**config.mk**
```make
export PLATFORM = sky130hd
export DESIGN_NAME = oau_unit
export DESIGN_NICKNAME = d
export VERILOG_FILES = /design/src/oau_pkg.sv /design/src/oau_alu_if.sv /design/src/oau_unit.sv /design/src/oau_alu.sv
export SDC_FILE = /design/constraint.sdc
export NUM_CORES = 1
export LEC_CHECK = 0
export BUFFER_PORTS_ARGS = -buffer_cell sky130_fd_sc_hd__buf_2
export CAP_MARGIN = 20
export CORE_MARGIN = 4
export CORE_UTILIZATION = 50
export CTS_BUF_LIST = sky130_fd_sc_hd__clkbuf_16
export CTS_CLUSTER_DIAMETER = 200
export DETAILED_ROUTE_END_ITERATION = 8
export PLACE_DENSITY = 0.69
export SYNTH_ARGS = -nofsm -noshare
export SYNTH_HDL_FRONTEND = slang
export SYNTH_SLANG_ARGS = --single-unit
```
**constraint.sdc**
```tcl
create_clock -name mclk -period 6.25 [get_ports mclk]
set_input_delay 0.3125 -clock mclk [delete_from_list [all_inputs] [get_ports mclk]]
set_output_delay 0.3125 -clock mclk [all_outputs]
set_load 0.02 [all_outputs]
```
**src/oau_pkg.sv**
```systemverilog
// package: shared types and constants of the operand addressing unit
package oau_pkg;
   // ==========================================================
   // instruction classes and operand modes
   typedef enum logic [2:0] {
      OP_LOAD,
      OP_EXCH,
      OP_SETB,
      OP_CLRB,
      OP_TSTB,
      OP_LDBS
   } oau_op_t;

   typedef enum logic [2:0] {
      MD_DIRECT,
      MD_IND,
      MD_INC,
      MD_DEC,
      MD_IMM,
      MD_REG
   } oau_mode_t;

   // ==========================================================
   // register page mapping
   localparam logic [3:0] REG_PAGE = 4'hf;
   localparam logic [3:0] IDX_X = 4'hc;
   localparam logic [3:0] IDX_STACK = 4'hd;
   localparam logic [3:0] IDX_B = 4'he;
   localparam logic [7:0] REG_RESET = 8'h00;
   localparam logic [7:0] ACC_RESET = 8'h00;
   localparam logic [3:0] SHORT_UPPER = 4'h0;
   localparam logic [7:0] PTR_STEP = 8'h01;
   localparam int REG_COUNT = 16;
endpackage : oau_pkg

```
**src/oau_alu_if.sv**
```systemverilog
// interface: operand data path between sequencer and operand ALU
`timescale 1ns/1ns
interface oau_alu_if;
   logic [7:0] data;
   logic [7:0] acc;
   oau_pkg::oau_op_t op;
   logic [2:0] bitSel;
   logic [7:0] ptr;
   logic dec;
   logic [7:0] memResult;
   logic testBit;
   logic [7:0] ptrNext;

   modport ctrl (output data, acc, op, bitSel, ptr, dec, input memResult, testBit, ptrNext);
   modport alu (input data, acc, op, bitSel, ptr, dec, output memResult, testBit, ptrNext);
endinterface : oau_alu_if

```
**src/oau_unit.sv**
```systemverilog
// module: operand addressing unit with pointer register page
`timescale 1ns/1ns
module oau_unit (
   input wire logic mclk, // core clock
   input wire logic sys_rst, // async reset, high
   input wire logic ce, // clock enable
   input wire logic start, // instruction issue pulse
   input wire oau_pkg::oau_op_t op, // instruction class
   input wire oau_pkg::oau_mode_t mode, // operand mode
   input wire logic ptrSel, // 0 selects B, 1 selects X
   input wire logic [7:0] opAddr, // address byte, register or short nibble
   input wire logic [2:0] bitSel, // bit number for bit operations
   output logic pmReq, // request next program byte
   input wire logic pmValid, // program byte valid
   input wire logic [7:0] pmData, // program byte
   output logic dmRd, // data memory read strobe
   output logic dmWr, // data memory write strobe
   output logic [7:0] dmAddr, // data memory address
   output logic [7:0] dmWdata, // data memory write data
   input wire logic [7:0] dmRdata, // read data, valid in the same cycle as dmRd
   output logic [7:0] acc, // accumulator
   output logic testResult, // last bit test result
   output logic done, // instruction finished pulse
   output logic illegal, // mode not allowed for class
   output logic busy, // operation in progress
   output logic [7:0] ptrB, // first pointer
   output logic [7:0] ptrX, // second pointer
   output logic [7:0] stack_pointer_register // stack pointer
);
   typedef enum logic [1:0] {ST_IDLE, ST_IMM, ST_READ} oau_state_t;

   oau_state_t state;
   oau_pkg::oau_op_t opL;
   oau_pkg::oau_mode_t modeL;
   logic selL;
   logic [2:0] bitL;
   logic [7:0] regs [oau_pkg::REG_COUNT];

   oau_pkg::oau_op_t curOp;
   oau_pkg::oau_mode_t curMode;
   logic curSel;
   logic [3:0] ptrIdx;
   logic [7:0] selPtr;
   logic [7:0] ea;
   logic regHit;
   logic legal;
   logic issue;
   logic execNow;
   logic [7:0] opnd;
   logic writes;
   logic postMod;

   oau_alu_if aluIf ();

   oau_alu u_alu (
      .aluIf(aluIf.alu)
   );

   // ==========================================================
   // operand selection
   assign curOp = (state == ST_IDLE) ? op : opL;
   assign curMode = (state == ST_IDLE) ? mode : modeL;
   assign curSel = (state == ST_IDLE) ? ptrSel : selL;
   // pointers live in the register page
   assign ptrIdx = curSel ? oau_pkg::IDX_X : oau_pkg::IDX_B;
   assign selPtr = regs[ptrIdx];

   always_comb begin
      unique case (mode)
         oau_pkg::MD_DIRECT: ea = opAddr;
         oau_pkg::MD_REG: ea = {oau_pkg::REG_PAGE, opAddr[3:0]};
         default: ea = selPtr;
      endcase
   end

   // load takes all modes, others a subset
   always_comb begin
      unique case (op)
         oau_pkg::OP_LOAD: legal = 1'b1;
         oau_pkg::OP_EXCH: legal = (mode != oau_pkg::MD_IMM);
         oau_pkg::OP_LDBS: legal = (mode == oau_pkg::MD_IMM);
         default: legal = (mode == oau_pkg::MD_DIRECT) || (mode == oau_pkg::MD_IND)
                          || (mode == oau_pkg::MD_REG);
      endcase
   end

   assign issue = ce && (state == ST_IDLE) && start && legal;
   assign regHit = (ea[7:4] == oau_pkg::REG_PAGE);
   // register page needs no bus cycle, so it completes at once
   assign execNow = (issue && op != oau_pkg::OP_LDBS && mode != oau_pkg::MD_IMM && regHit)
                    || (ce && state == ST_READ);
   assign opnd = (state == ST_READ) ? dmRdata : regs[ea[3:0]];
   assign writes = (curOp == oau_pkg::OP_EXCH) || (curOp == oau_pkg::OP_SETB)
                   || (curOp == oau_pkg::OP_CLRB);
   assign postMod = (curMode == oau_pkg::MD_INC) || (curMode == oau_pkg::MD_DEC);

   assign aluIf.data = opnd;
   assign aluIf.acc = acc;
   assign aluIf.op = curOp;
   assign aluIf.bitSel = (state == ST_IDLE) ? bitSel : bitL;
   assign aluIf.ptr = selPtr;
   assign aluIf.dec = (curMode == oau_pkg::MD_DEC);

   // ==========================================================
   // sequencing and bus strobes
   always_ff @(posedge mclk or posedge sys_rst) begin
      if (sys_rst) begin
         state <= ST_IDLE;
         opL <= oau_pkg::OP_LOAD;
         modeL <= oau_pkg::MD_DIRECT;
         selL <= 1'b0;
         bitL <= 3'h0;
         pmReq <= 1'b0;
         dmRd <= 1'b0;
         dmWr <= 1'b0;
         dmAddr <= 8'h00;
         dmWdata <= 8'h00;
         done <= 1'b0;
         illegal <= 1'b0;
         busy <= 1'b0;
      end else if (ce) begin
         pmReq <= 1'b0;
         dmRd <= 1'b0;
         dmWr <= 1'b0;
         done <= 1'b0;
         illegal <= 1'b0;
         unique case (state)
            ST_IDLE: begin
               if (start) begin
                  opL <= op;
                  modeL <= mode;
                  selL <= ptrSel;
                  bitL <= bitSel;
                  if (!legal) begin
                     illegal <= 1'b1;
                     done <= 1'b1;
                  end else if (op == oau_pkg::OP_LDBS) begin
                     done <= 1'b1;
                  end else if (mode == oau_pkg::MD_IMM) begin
                     // fetch data byte from program memory
                     pmReq <= 1'b1;
                     busy <= 1'b1;
                     state <= ST_IMM;
                  end else if (regHit) begin
                     done <= 1'b1;
                  end else begin
                     dmRd <= 1'b1;
                     dmAddr <= ea;
                     busy <= 1'b1;
                     state <= ST_READ;
                  end
               end
            end
            ST_IMM: begin
               if (pmValid) begin
                  done <= 1'b1;
                  busy <= 1'b0;
                  state <= ST_IDLE;
               end
            end
            ST_READ: begin
               // write back on the same address
               if (writes) begin
                  dmWr <= 1'b1;
                  dmWdata <= aluIf.memResult;
               end
               done <= 1'b1;
               busy <= 1'b0;
               state <= ST_IDLE;
            end
         endcase
      end
   end

   // ==========================================================
   // accumulator and test flag
   always_ff @(posedge mclk or posedge sys_rst) begin
      if (sys_rst) begin
         acc <= oau_pkg::ACC_RESET;
         testResult <= 1'b0;
      end else if (ce) begin
         if (state == ST_IMM && pmValid) begin
            acc <= pmData;
         end else if (execNow && (curOp == oau_pkg::OP_LOAD || curOp == oau_pkg::OP_EXCH)) begin
            acc <= opnd;
         end
         if (execNow && curOp == oau_pkg::OP_TSTB) begin
            testResult <= aluIf.testBit;
         end
      end
   end

   // ==========================================================
   // register page, pointer update last so it wins a clash
   always_ff @(posedge mclk or posedge sys_rst) begin
      if (sys_rst) begin
         for (int i = 0; i < oau_pkg::REG_COUNT; i++) begin
            regs[i] <= oau_pkg::REG_RESET;
         end
      end else if (ce) begin
         if (execNow && state == ST_IDLE && writes) begin
            regs[ea[3:0]] <= aluIf.memResult;
         end
         if (issue && op == oau_pkg::OP_LDBS) begin
            regs[oau_pkg::IDX_B] <= {oau_pkg::SHORT_UPPER, opAddr[3:0]};
         end
         if (execNow && postMod) begin
            regs[ptrIdx] <= aluIf.ptrNext;
         end
      end
   end

   assign ptrB = regs[oau_pkg::IDX_B];
   assign ptrX = regs[oau_pkg::IDX_X];
   assign stack_pointer_register = regs[oau_pkg::IDX_STACK];
endmodule : oau_unit

```
**src/oau_alu.sv**
```systemverilog
// module: bit manipulation, exchange data and pointer stepping
`timescale 1ns/1ns
module oau_alu (
   oau_alu_if.alu aluIf // operand path
);
   logic [7:0] mask;

   assign mask = 8'h01 << aluIf.bitSel;

   // ==========================================================
   // memory write-back value
   always_comb begin
      unique case (aluIf.op)
         oau_pkg::OP_EXCH: aluIf.memResult = aluIf.acc;
         oau_pkg::OP_SETB: aluIf.memResult = aluIf.data | mask;
         oau_pkg::OP_CLRB: aluIf.memResult = aluIf.data & ~mask;
         default: aluIf.memResult = aluIf.data;
      endcase
   end

   assign aluIf.testBit = |(aluIf.data & mask);

   // wraps modulo 256, no carry out
   assign aluIf.ptrNext = aluIf.dec ? aluIf.ptr - oau_pkg::PTR_STEP
                                    : aluIf.ptr + oau_pkg::PTR_STEP;
endmodule : oau_alu

```
# Yosys cells after proc, flatten, opt, wreduce, memory -nomap -nowiden
# Index checks and enable logic that the tools add are counted.
# word_totals
input_bits,39
ff_bits,171
output_inout_bits,55
# op_classes
magnitude_cmp,4
n_bitwise,9
n_eq_ne,21
add_sub_neg,2
reduce_logical,35
muxes,66
shifts,1
# ops
op,n
$mux 128,3
$bwmux 128,2
$mux 8,12
$bmux 8 s4,2
$demux 8 s4,2
$mux 1,29
$pmux 8 s3,1
$and 8x8->8,2
$logic_and 1x1->1,16
$pmux 8 s2,1
$mux 2,7
$eq 3x2->1 const B,4
$eq 3x3->1 const B,4
$ge 5x5->1 const B,2
$lt 5x1->1 const B,2
$not 4->5,2
$eq 3x1->1 const B,3
$logic_not 3->1,3
$mux 3,3
$pmux 1 s3,3
$add 8x1->8 const B,1
$ne 2x2->1 const B,4
$not 8->8,1
$or 8x8->8,1
other kinds (17),28

# Longest topological paths before layout
# Gate-level depths: netlist of the first run.
# logic_depth
word_depth,22
mapped_depth,16
depth_no_buf,14

# By module
# From an unflattened synthesis of the first run, not the netlist that was laid out.
# unflattened
cells_unflattened,854
area_unflattened_um2,9540.4
# by_module_without_submodules
mod,area_per_inst_um2,cells_per_inst,instances,seq_area_each_um2
oau_unit,8899.8,760,1,4279.1
oau_alu,640.6,94,1,0.0

# Worst setup path before layout of the first run
# No wires, ideal clock.
# synth_timing
path_type,register -> register
startpoint,reg state[0]
endpoint,reg regs (netlist bit ptrX[6])
setup_time_ns,0.128
path_stages_with_launch,16
n_path_buf,2
setup_slack_ns,3.000
arrival_time_ns,3.122
t_required_ns,6.122
path_cell_list,dfrtp_1 inv_1 ha_1 buf_6 clkbuf_1 nand2b_1 o21ai_0 ha_1 inv_1 o21ba_2 o21bai_1 a21oi_1 o21bai_1 a21o_1 xnor2_1 o22ai_1
# synth_between
elab_chain_len,20
word_cells_on_any_way,60
cone_classes,add/sub (2); order compare (4); eq/ne (7); shift (1); mux (24); bitwise (5); reduce/logical (17)
# synth_rtl
item,line_no,source
start: declaration,oau_unit.sv:32,oau_state_t state;
start signal: assignment,oau_unit.sv:108,state <= ST_IDLE;
start signal: assignment,oau_unit.sv:143,state <= ST_IMM;
start signal: assignment,oau_unit.sv:150,state <= ST_READ;
$logic_not 2->1,--,
$mux 1,oau_unit.sv:63,assign curSel = (state == ST_IDLE) ? ptrSel : selL;
$mux 2,oau_unit.sv:65,assign ptrIdx = curSel ? oau_pkg::IDX_X : oau_pkg::IDX_B;
$not 4->5 (not written as such),"oau_unit.sv:66, oau_unit.sv:208",
$bmux 8 s4,oau_unit.sv:66,assign selPtr = regs[ptrIdx];
$mux 8 (not written as such) (2 in a row),oau_unit.sv:66,
$pmux 8 s2,oau_unit.sv:69,unique case (mode)
$not 4->5 (not written as such),"oau_unit.sv:92, oau_unit.sv:202",
[3 not listed],--,
$mux 8,oau_unit.sv:92,assign opnd = (state == ST_READ) ? dmRdata : regs[ea[3:0]];
$and 8x8->8 or $or 8x8->8 (tied branches),"oau_alu.sv:16, oau_alu.sv:15",
$pmux 8 s3,oau_alu.sv:13,unique case (aluIf.op)
$bwmux 128,oau_unit.sv:202,regs[ea[3:0]] <= aluIf.memResult;
$mux 128,oau_unit.sv:201,if (execNow && state == ST_IDLE && writes) begin
$mux 128,oau_unit.sv:200,end else if (ce) begin
$bwmux 128,oau_unit.sv:208,regs[ptrIdx] <= aluIf.ptrNext;
$mux 128 (*),oau_unit.sv:207,if (execNow && postMod) begin
end signal: indexed assignment,oau_unit.sv:202,
end signal: indexed assignment,oau_unit.sv:205,"regs[oau_pkg::IDX_B] <= {oau_pkg::SHORT_UPPER, opAddr[3:0]};"
end signal: indexed assignment,oau_unit.sv:208,
end: declaration,oau_unit.sv:37,logic [7:0] regs [oau_pkg::REG_COUNT];
# Mark *: on every way between the ends. The rest lies on a longest branch, timed or not. The select of a mux whose other input is x is not followed.
# A chain may end at the register's enable or synchronous reset.

==> run summary, run 1 <==
Status = finished clean
DRT iter0 DRCs = 1,144
Crit Path Category = reg -> reg
Number of diodes = 0
Arrival time at the worst endpoint = 4.86 ns
Post-synth EDFFs = 0
CP Cell Sequence = inv_1, ha_1, buf_4, mux2_4, mux2_4, a2bb2oi_2, buf_4, o211ai_1, a221o_1, nor3_2, nor2_1, o21ai_2, mux2_2
Ys Warns = 0
Combinational power share = 54.6%
GRT Residual Overflow = 0
Post-route setup slack = 1.765 ns
Overall Global Routing Usage = 29.59%
R2r worst-path depth = 13
Post-synth cell types = 84
Asr flop ratio synth = 100.0%
CP Capture Type = flip-flop
Mapped Nets = 1,200
Clk pwr share = 16.5%
Drt drc = 0
Initial core utilization = 50.71%
Final ANT Viol Nets = 0
Synth Cell Area = 0.01063 mm2
Required @ worst endpoint = 6.63 ns
Htree depth = 4
CTS root buffer = clkbuf_16
Power share of the sequential group = 28.9%
Final setup fails = 0
Post-Place Worst Slack = 1.727 ns
Die X = 153.8 um
Gpl congestion = 0.9802
Port buffer count = 93
Critical path startpoint category = flip-flop
Slowest CP cell = o21ai_2
Syn avg cell area = 9.224 um2
Min-delay worst type = in -> reg
Row cnt = 53
DR WL/cell = 24.19 um
Dominant synthesized flop cell = dfrtp_1
Initial antenna violation count = 0
Vias per inst = 6.605
Pwr/cell area = 552.1 mW/mm2
CP peak stage delay = 0.71 ns
Postcts setup bufs = 0
Routed wire length = 35.56 mm
Most common cell after layout, fill and taps aside = dfrtp_1
CTS buffer count = 17
Die H = 153.8 um
Max cap viols = 0
DRT Pass-1 Iters = 6
Pint = 3.219 mW
Max clock buf depth = 2
Die footprint = 0.02365 mm2
CTS tree = done
Vias in the first global route = 9,116
Sum of negative setup slack = 0 ns
Worst Skew = 0.01336 ns
Final cycle utilization of the critical path = 71.76%
# nets final = 1,230
Post-Synthesis Cells = 1,152
IO Pins = 94
Leakage = 5.283 nW
RSZ-0062 raised after global routing = false
Worst IR Drop VDD = 274.0 uV
Via count = 9,709
Syn-to-layout area delta = 9.514%
Max Clk Rate = 0.2230 GHz
Post_cts resized = 0
Switch share = 49.90%
Post-DP HPWL = 24.18 mm
Cells after DPL = 1,435
WHS = 0.1589 ns
P_sw = 3.206 mW
First-pass GRT wire length = 54.79 mm
Worst-Skew Late Latency = 0.44 ns
Sink Count = 171
Layout cells sized above 1 = 22.34%
Hold Fails Final Rpt = 0
Post-layout min period = 4.485 ns
Pin count of the biggest net entering global routing = 111
Rel. slew slack = 26.28%
Post-synthesis register bit count = 171
Hold buffer count at cts = 0
Worst-path fanout max = 29
Reg clk slew, reported paths = 0.08 ns
Final Non-Filler Cells = 1,470
Core ar. = 0.02096 mm2
Most frequent cells in the layout = dfrtp_1 (171), nand2_1 (152), o21ai_0 (95)
Post-synthesis sequential area ratio = 40.27%
Max-slew violation count = 0
Worst Hold Depth = 2
Worst Tran Pin Value = 1.097 ns
## cell usage after synthesis (all sizes together) (14+ instances only)
library cell | n | area, um2
a21o | 15 | 112.6
a21oi | 69 | 360.3
a22oi | 19 | 147.6
buf | 69 | 450.4
clkbuf | 36 | 135.1
dfrtp | 171 | 4279
inv | 29 | 108.9
mux2 | 77 | 878.3
mux2i | 33 | 346.6
nand2 | 152 | 570.6
nand2b | 14 | 87.58
nor2 | 66 | 257.8
nor3 | 35 | 185.2
o21ai | 117 | 634.4
o22ai | 35 | 225.2
o31ai | 17 | 127.6
## final timing paths
kind                           start  slack (ns)         to
setup / recovery            state[0]        1.77  flip-flop
hold / removal             bitSel[1]        0.16    bitL[1]
setup reg to reg            state[0]        1.77  flip-flop
hold reg to reg            dmAddr[4]        0.48  dmAddr[4]
max in group asynchronous    sys_rst        4.36  async pin
min in group asynchronous    sys_rst        0.33    ptrB[1]
## routing by layer
layer / global-route usage [%] / up-vias / wire length (um)
met2: 42.78 / 565 / 15330
met3: 7.121 / 98 / 3391
li1: - / 4305 / -
met1: 43.00 / 4741 / 15310
met4: 11.65 / 0 / 1532
met5: 0 / - / 0
## layout make-up
type	instances	area, um2
Clock buffer	17	425.4
Tap cell	275	344.1
Inverter	30	117.6
Sequential cell	171	4279
Multi-Input combinational cell	846	5662
Fill cell	1923	9318
Clock inverter	15	148.9
Timing Repair Buffer	116	660.6
## power by group through the flow
stage | logic (mW) | clock network, mW | registers, mW
after floorplan | 2.48 | 0 | 1.81
after global placement | 3.36 | 0 | 1.84
after detailed placement | 3.41 | 0 | 1.85
after CTS | 3.43 | 1.07 | 1.83
after global routing | 3.77 | 1.11 | 1.89
final | 3.51 | 1.06 | 1.86
## critical path: cells and delay by family (launching register included)
kind	cells	cell delay (ns)
fa+ha+maj	1	0.15
mux	3	1.13
flops	1	0.39
compound gates	4	1.66
buf+inv	3	0.71
simple gates	2	0.34
## cell families (layout without fill, tap and decap cells)
group           count (synthesis)  in the layout  synth area share, %
compound gates                374            374                23.66
simple gates                  339            339                14.99
flops                         171            171                40.27
buf+inv                       135            178                6.570
mux                           115            115                12.59
fa+ha+maj                       9              9                1.060
xor+xnor                        9              9               0.8713
## stage by stage
step / utilization [%] / instance area (um2) / total power [mW]
floorplan: - / 10630 / 4.287
global placement: 52.58 / 11020 / 5.204
detailed placement: 52.58 / 11020 / 5.259
CTS: 55.32 / 11590 / 6.327
global route: 55.54 / 11640 / 6.772
finish: 55.54 / 11640 / 6.426
Power figures use the tool's default switching activity.
==> inputs of run 2 (changes only) <==
--- a/config.mk
+++ b/config.mk
@@ -5,6 +5,7 @@
 export SDC_FILE = /design/constraint.sdc
 export NUM_CORES = 1
 export LEC_CHECK = 0
+export ABC_AREA = 1
 export BUFFER_PORTS_ARGS = -buffer_cell sky130_fd_sc_hd__buf_2
 export CAP_MARGIN = 20
 export CORE_MARGIN = 4
@@ -12,7 +13,7 @@
 export CTS_BUF_LIST = sky130_fd_sc_hd__clkbuf_16
 export CTS_CLUSTER_DIAMETER = 200
 export DETAILED_ROUTE_END_ITERATION = 8
-export PLACE_DENSITY = 0.69
+export PLACE_DENSITY = 0.72
 export SYNTH_ARGS = -nofsm -noshare
 export SYNTH_HDL_FRONTEND = slang
 export SYNTH_SLANG_ARGS = --single-unit
==> constraint.sdc (replaced) <==
create_clock -name mclk -period 4 [get_ports mclk]
set_input_delay 0.2 -clock mclk [delete_from_list [all_inputs] [get_ports mclk]]
set_output_delay 0.2 -clock mclk [all_outputs]
set_load 0.02 [all_outputs]
==> run 2 against run 1 <==
Maximum frequency up 23%. Clock power increased by 58%. Critical path depth is 7 higher. Clock-buffer cell count is the same. Final cell count grew 21%. Via count shrank 1.8%. First-iteration DRC count is 0.35% lower. Sequential power up 47%. Setup slack worse by 1.4 ns. Critical path type unchanged. Largest cell class unchanged.
==> run summary, run 2 <==
Postcts setup bufs = 0 (unchanged)
Post-synth cell types = 46 (-45%)
Worst Hold Depth = 3 (+1)
Synth area leaders = dfrtp_1 (42%), nand2_1 (20%), inv_1 (6.5%)
Overall Global Routing Usage = 26.90% (-2.7 points)
Critical path startpoint category = flip-flop
Drt drc = 0 (unchanged)
Max Clk Rate = 0.2752 GHz (+23%)
WHS = 0.01499 ns (-0.1439 ns)
Via count = 9,539 (-1.8%)
Initial core utilization = 50.72% (about the same)
Hold wc startpoint = pmData[2]
Gpl congestion = 0.9341 (-4.7%)
Worst IR Drop VDD = 815.4 uV (+200%)
Number of diodes = 0 (unchanged)
GRT Residual Overflow = 0 (unchanged)
Status = finished clean
DR WL/cell = 16.88 um (-30%)
Layout cells sized above 1 = 13.98% (-8.4 points)
Post-Synthesis Cells = 1,448 (+26%)
IO Pins = 94 (unchanged)
Area leader, netlist = dfrtp_1
Worst Skew = 0.01298 ns (-0.0003796 ns)
CTS buffer count = 17 (unchanged)
Row cnt = 52 (-1.9%)
CP Capture Type = flip-flop
Final cycle utilization of the critical path = 90.83% (+19 points)
Post-synthesis register bit count = 171 (unchanged)
Post-synthesis sequential area ratio = 41.70% (+1.4 points)
Post-synth top area share = 41.70% (+1.4 points)
Synth Cell Area = 0.01026 mm2 (-3.4%)
Post-synth EDFFs = 0 (unchanged)
DRT iter0 DRCs = 1,140 (-0.35%)
Final ANT Viol Nets = 0 (unchanged)
Leakage = 5.935 nW (+12%)
Routed wire length = 30.15 mm (-15%)
Pin count of the biggest net entering global routing = 38 (-66%)
Worst-path fanout max = 20 (-31%)
Sum of negative setup slack = 0 ns (unchanged)
Crit Path Category = reg -> reg
Vias per inst = 5.341 (-19%)
Final setup fails = 0 (unchanged)
Worst-Skew Late Latency = 0.44 ns (about the same)
Core ar. = 0.02023 mm2 (-3.4%)
Reg clk slew, reported paths = 0.07 ns (about the same)
Most frequent cells in the layout = nand2_1 (535), inv_1 (180), dfrtp_1 (171)
Sink Count = 171 (unchanged)
Die X = 151.3 um (-1.6%)
Max cap viols = 0 (unchanged)
Post-DP HPWL = 21.87 mm (-9.6%)
Dominant synthesized flop cell = dfrtp_1
Max-slew violation count = 0 (unchanged)
Required @ worst endpoint = 4.29 ns (-2.34 ns)
Initial antenna violation count = 0 (unchanged)
R2r worst-path depth = 20 (+7)
Worst Tran Pin Value = 0.7876 ns (-0.3097 ns)
Hold Fails Final Rpt = 0 (unchanged)
Die footprint = 0.02288 mm2 (-3.3%)
Area occupied by multi-input gates = 0.004705 mm2 (-17%)
Most common cell after layout, fill and taps aside = nand2_1
Ys Warns = 0 (unchanged)
Port buffer count = 93 (unchanged)
First-pass GRT wire length = 47.60 mm (-13%)
Pwr/cell area = 951.5 mW/mm2 (+72%)
Max clock buf depth = 2 (unchanged)
# fillers = 1,964 (+2.1%)
Hold EP = acc[2]
# nets final = 1,551 (+26%)
CTS tree = done
Post-layout min period = 3.633 ns (-0.8516 ns)
Vias in the first global route = 8,674 (-4.8%)
Syn avg cell area = 7.087 um2 (-23%)
Rel. slew slack = 47.48% (+21 points)
R2R Setup Slk = 0.37 ns (-1.40 ns)
Asr flop ratio synth = 100.0% (unchanged)
Syn-to-layout area delta = 10.41%
Die H = 151.3 um (-1.6%)
Worst r2r src = state[1]
CTS root buffer = clkbuf_16
Mapped Nets = 1,496 (+25%)
Post-synth top cells = nand2_1 (535), inv_1 (179), dfrtp_1 (171), o21ai_0 (92), o21ai_1 (91)
Reg area = 0.004279 mm2 (unchanged)
Htree depth = 4 (unchanged)
Arrival time at the worst endpoint = 3.92 ns (-0.94 ns)
RSZ-0062 raised after global routing = false
Most frequent cell after synthesis = nand2_1
Min-delay worst type = in -> reg
DRT Pass-1 Iters = 6 (unchanged)
==> run 2: changes by cell type after synthesis, sizes merged, moves of 16 or more <==
cell    before  now
nand2      152  549
inv         29  198
o21ai      117  202
mux2        77    0
nand3       13   67
o22ai       35    6
nor3        35    7
mux2i       33    6
a21oi       69   48
a22oi       19    0
clkbuf      36   19
o31ai       17    1
==> run 2: stage by stage <==
step                power, mW  std cells  setup slack (ns)  area, um2  util, %
global route            11.63       1786           0.01924      11330    56.00
floorplan               7.328       1448            0.4005      10270        -
global placement        8.909       1752            0.4715      10720    52.97
finish                  10.78       1786            0.3668      11330    56.00
CTS                     10.66       1786            0.4437      11320    55.96
detailed placement      8.981       1753            0.4529      10740    53.07
==> run 2: cell families after synthesis <==
| family | Yosys count | share of synthesized area [%] |
|---|---|---|
| AND/OR/NAND/NOR | 700 | 28.70 |
| buffers and inverters | 280 | 12.53 |
| AO/OA/AOI/OAI | 274 | 14.70 |
| flip-flops | 171 | 41.70 |
| adder cells (fa/ha/maj) | 9 | 1.097 |
| XOR/XNOR | 8 | 0.6828 |
| multiplexers | 6 | 0.5852 |
==> run 2: worst max-delay path by stage <==
stage / cells after the start / slack [ns] / from / endpoint
global route: 20 / 0.02 / state[0] / flip-flop
floorplan: 17 / 0.40 / state[0] / ptrB[7]
finish: 20 / 0.37 / state[1] / flip-flop
detailed placement: 16 / 0.45 / state[1] / flip-flop
CTS: 16 / 0.44 / state[1] / flip-flop
global placement: 20 / 0.47 / state[0] / flip-flop
==> run 2: worst max-delay path, stage by stage, from the launching register on <==
cell     delay, ns
dfrtp_1       0.38
inv_1         0.10
ha_1          0.45
nand2_1       0.11
nand3_1       0.18
nand3_2       0.16
nand2_4       0.26
buf_4         0.27
buf_4         0.19
nand2_1       0.05
o21ai_0       0.09
nand2_1       0.08
nand2_1       0.08
a21oi_1       0.06
nand2_1       0.15
nand2_1       0.10
nand2_1       0.09
nand3_1       0.19
inv_2         0.12
buf_4         0.26
o21ai_1       0.09
==> run 2: layout make-up <==
type	instances	area share (%)
clock buffer	17	3.754
clock inverter	15	1.325
inverter	199	6.714
multi-input combinational	997	41.52
sequential	171	37.76
tap	270	2.981
timing repair buffer	117	5.941
==> run 2: layer usage <==
metal / vias to the layer above / GRT usage (%) / wire (um)
met1: 4342 / 41.57 / 13780
met5: - / 0 / 0
met2: 491 / 38.79 / 12880
li1: 4655 / - / -
met4: 0 / 6.346 / 476
met3: 51 / 5.147 / 3019
==> run 2: repair_timing <==
action                                  CTS  global route
hold buffers                              1             0
endpoints found under the setup margin    0             1
endpoints found under the hold margin     7             0
gates resized for setup                   0             1
==> run 2: power breakdown <==
| group | switching [mW] | total (mW) | internal [mW] | leakage, nW |
|---|---|---|---|---|
| combinational | 4.59 | 6.39 | 1.80 | 3.39 |
| sequential | 0.398 | 2.73 | 2.33 | 2.26 |
| clock | 0.747 | 1.67 | 0.922 | 0.284 |
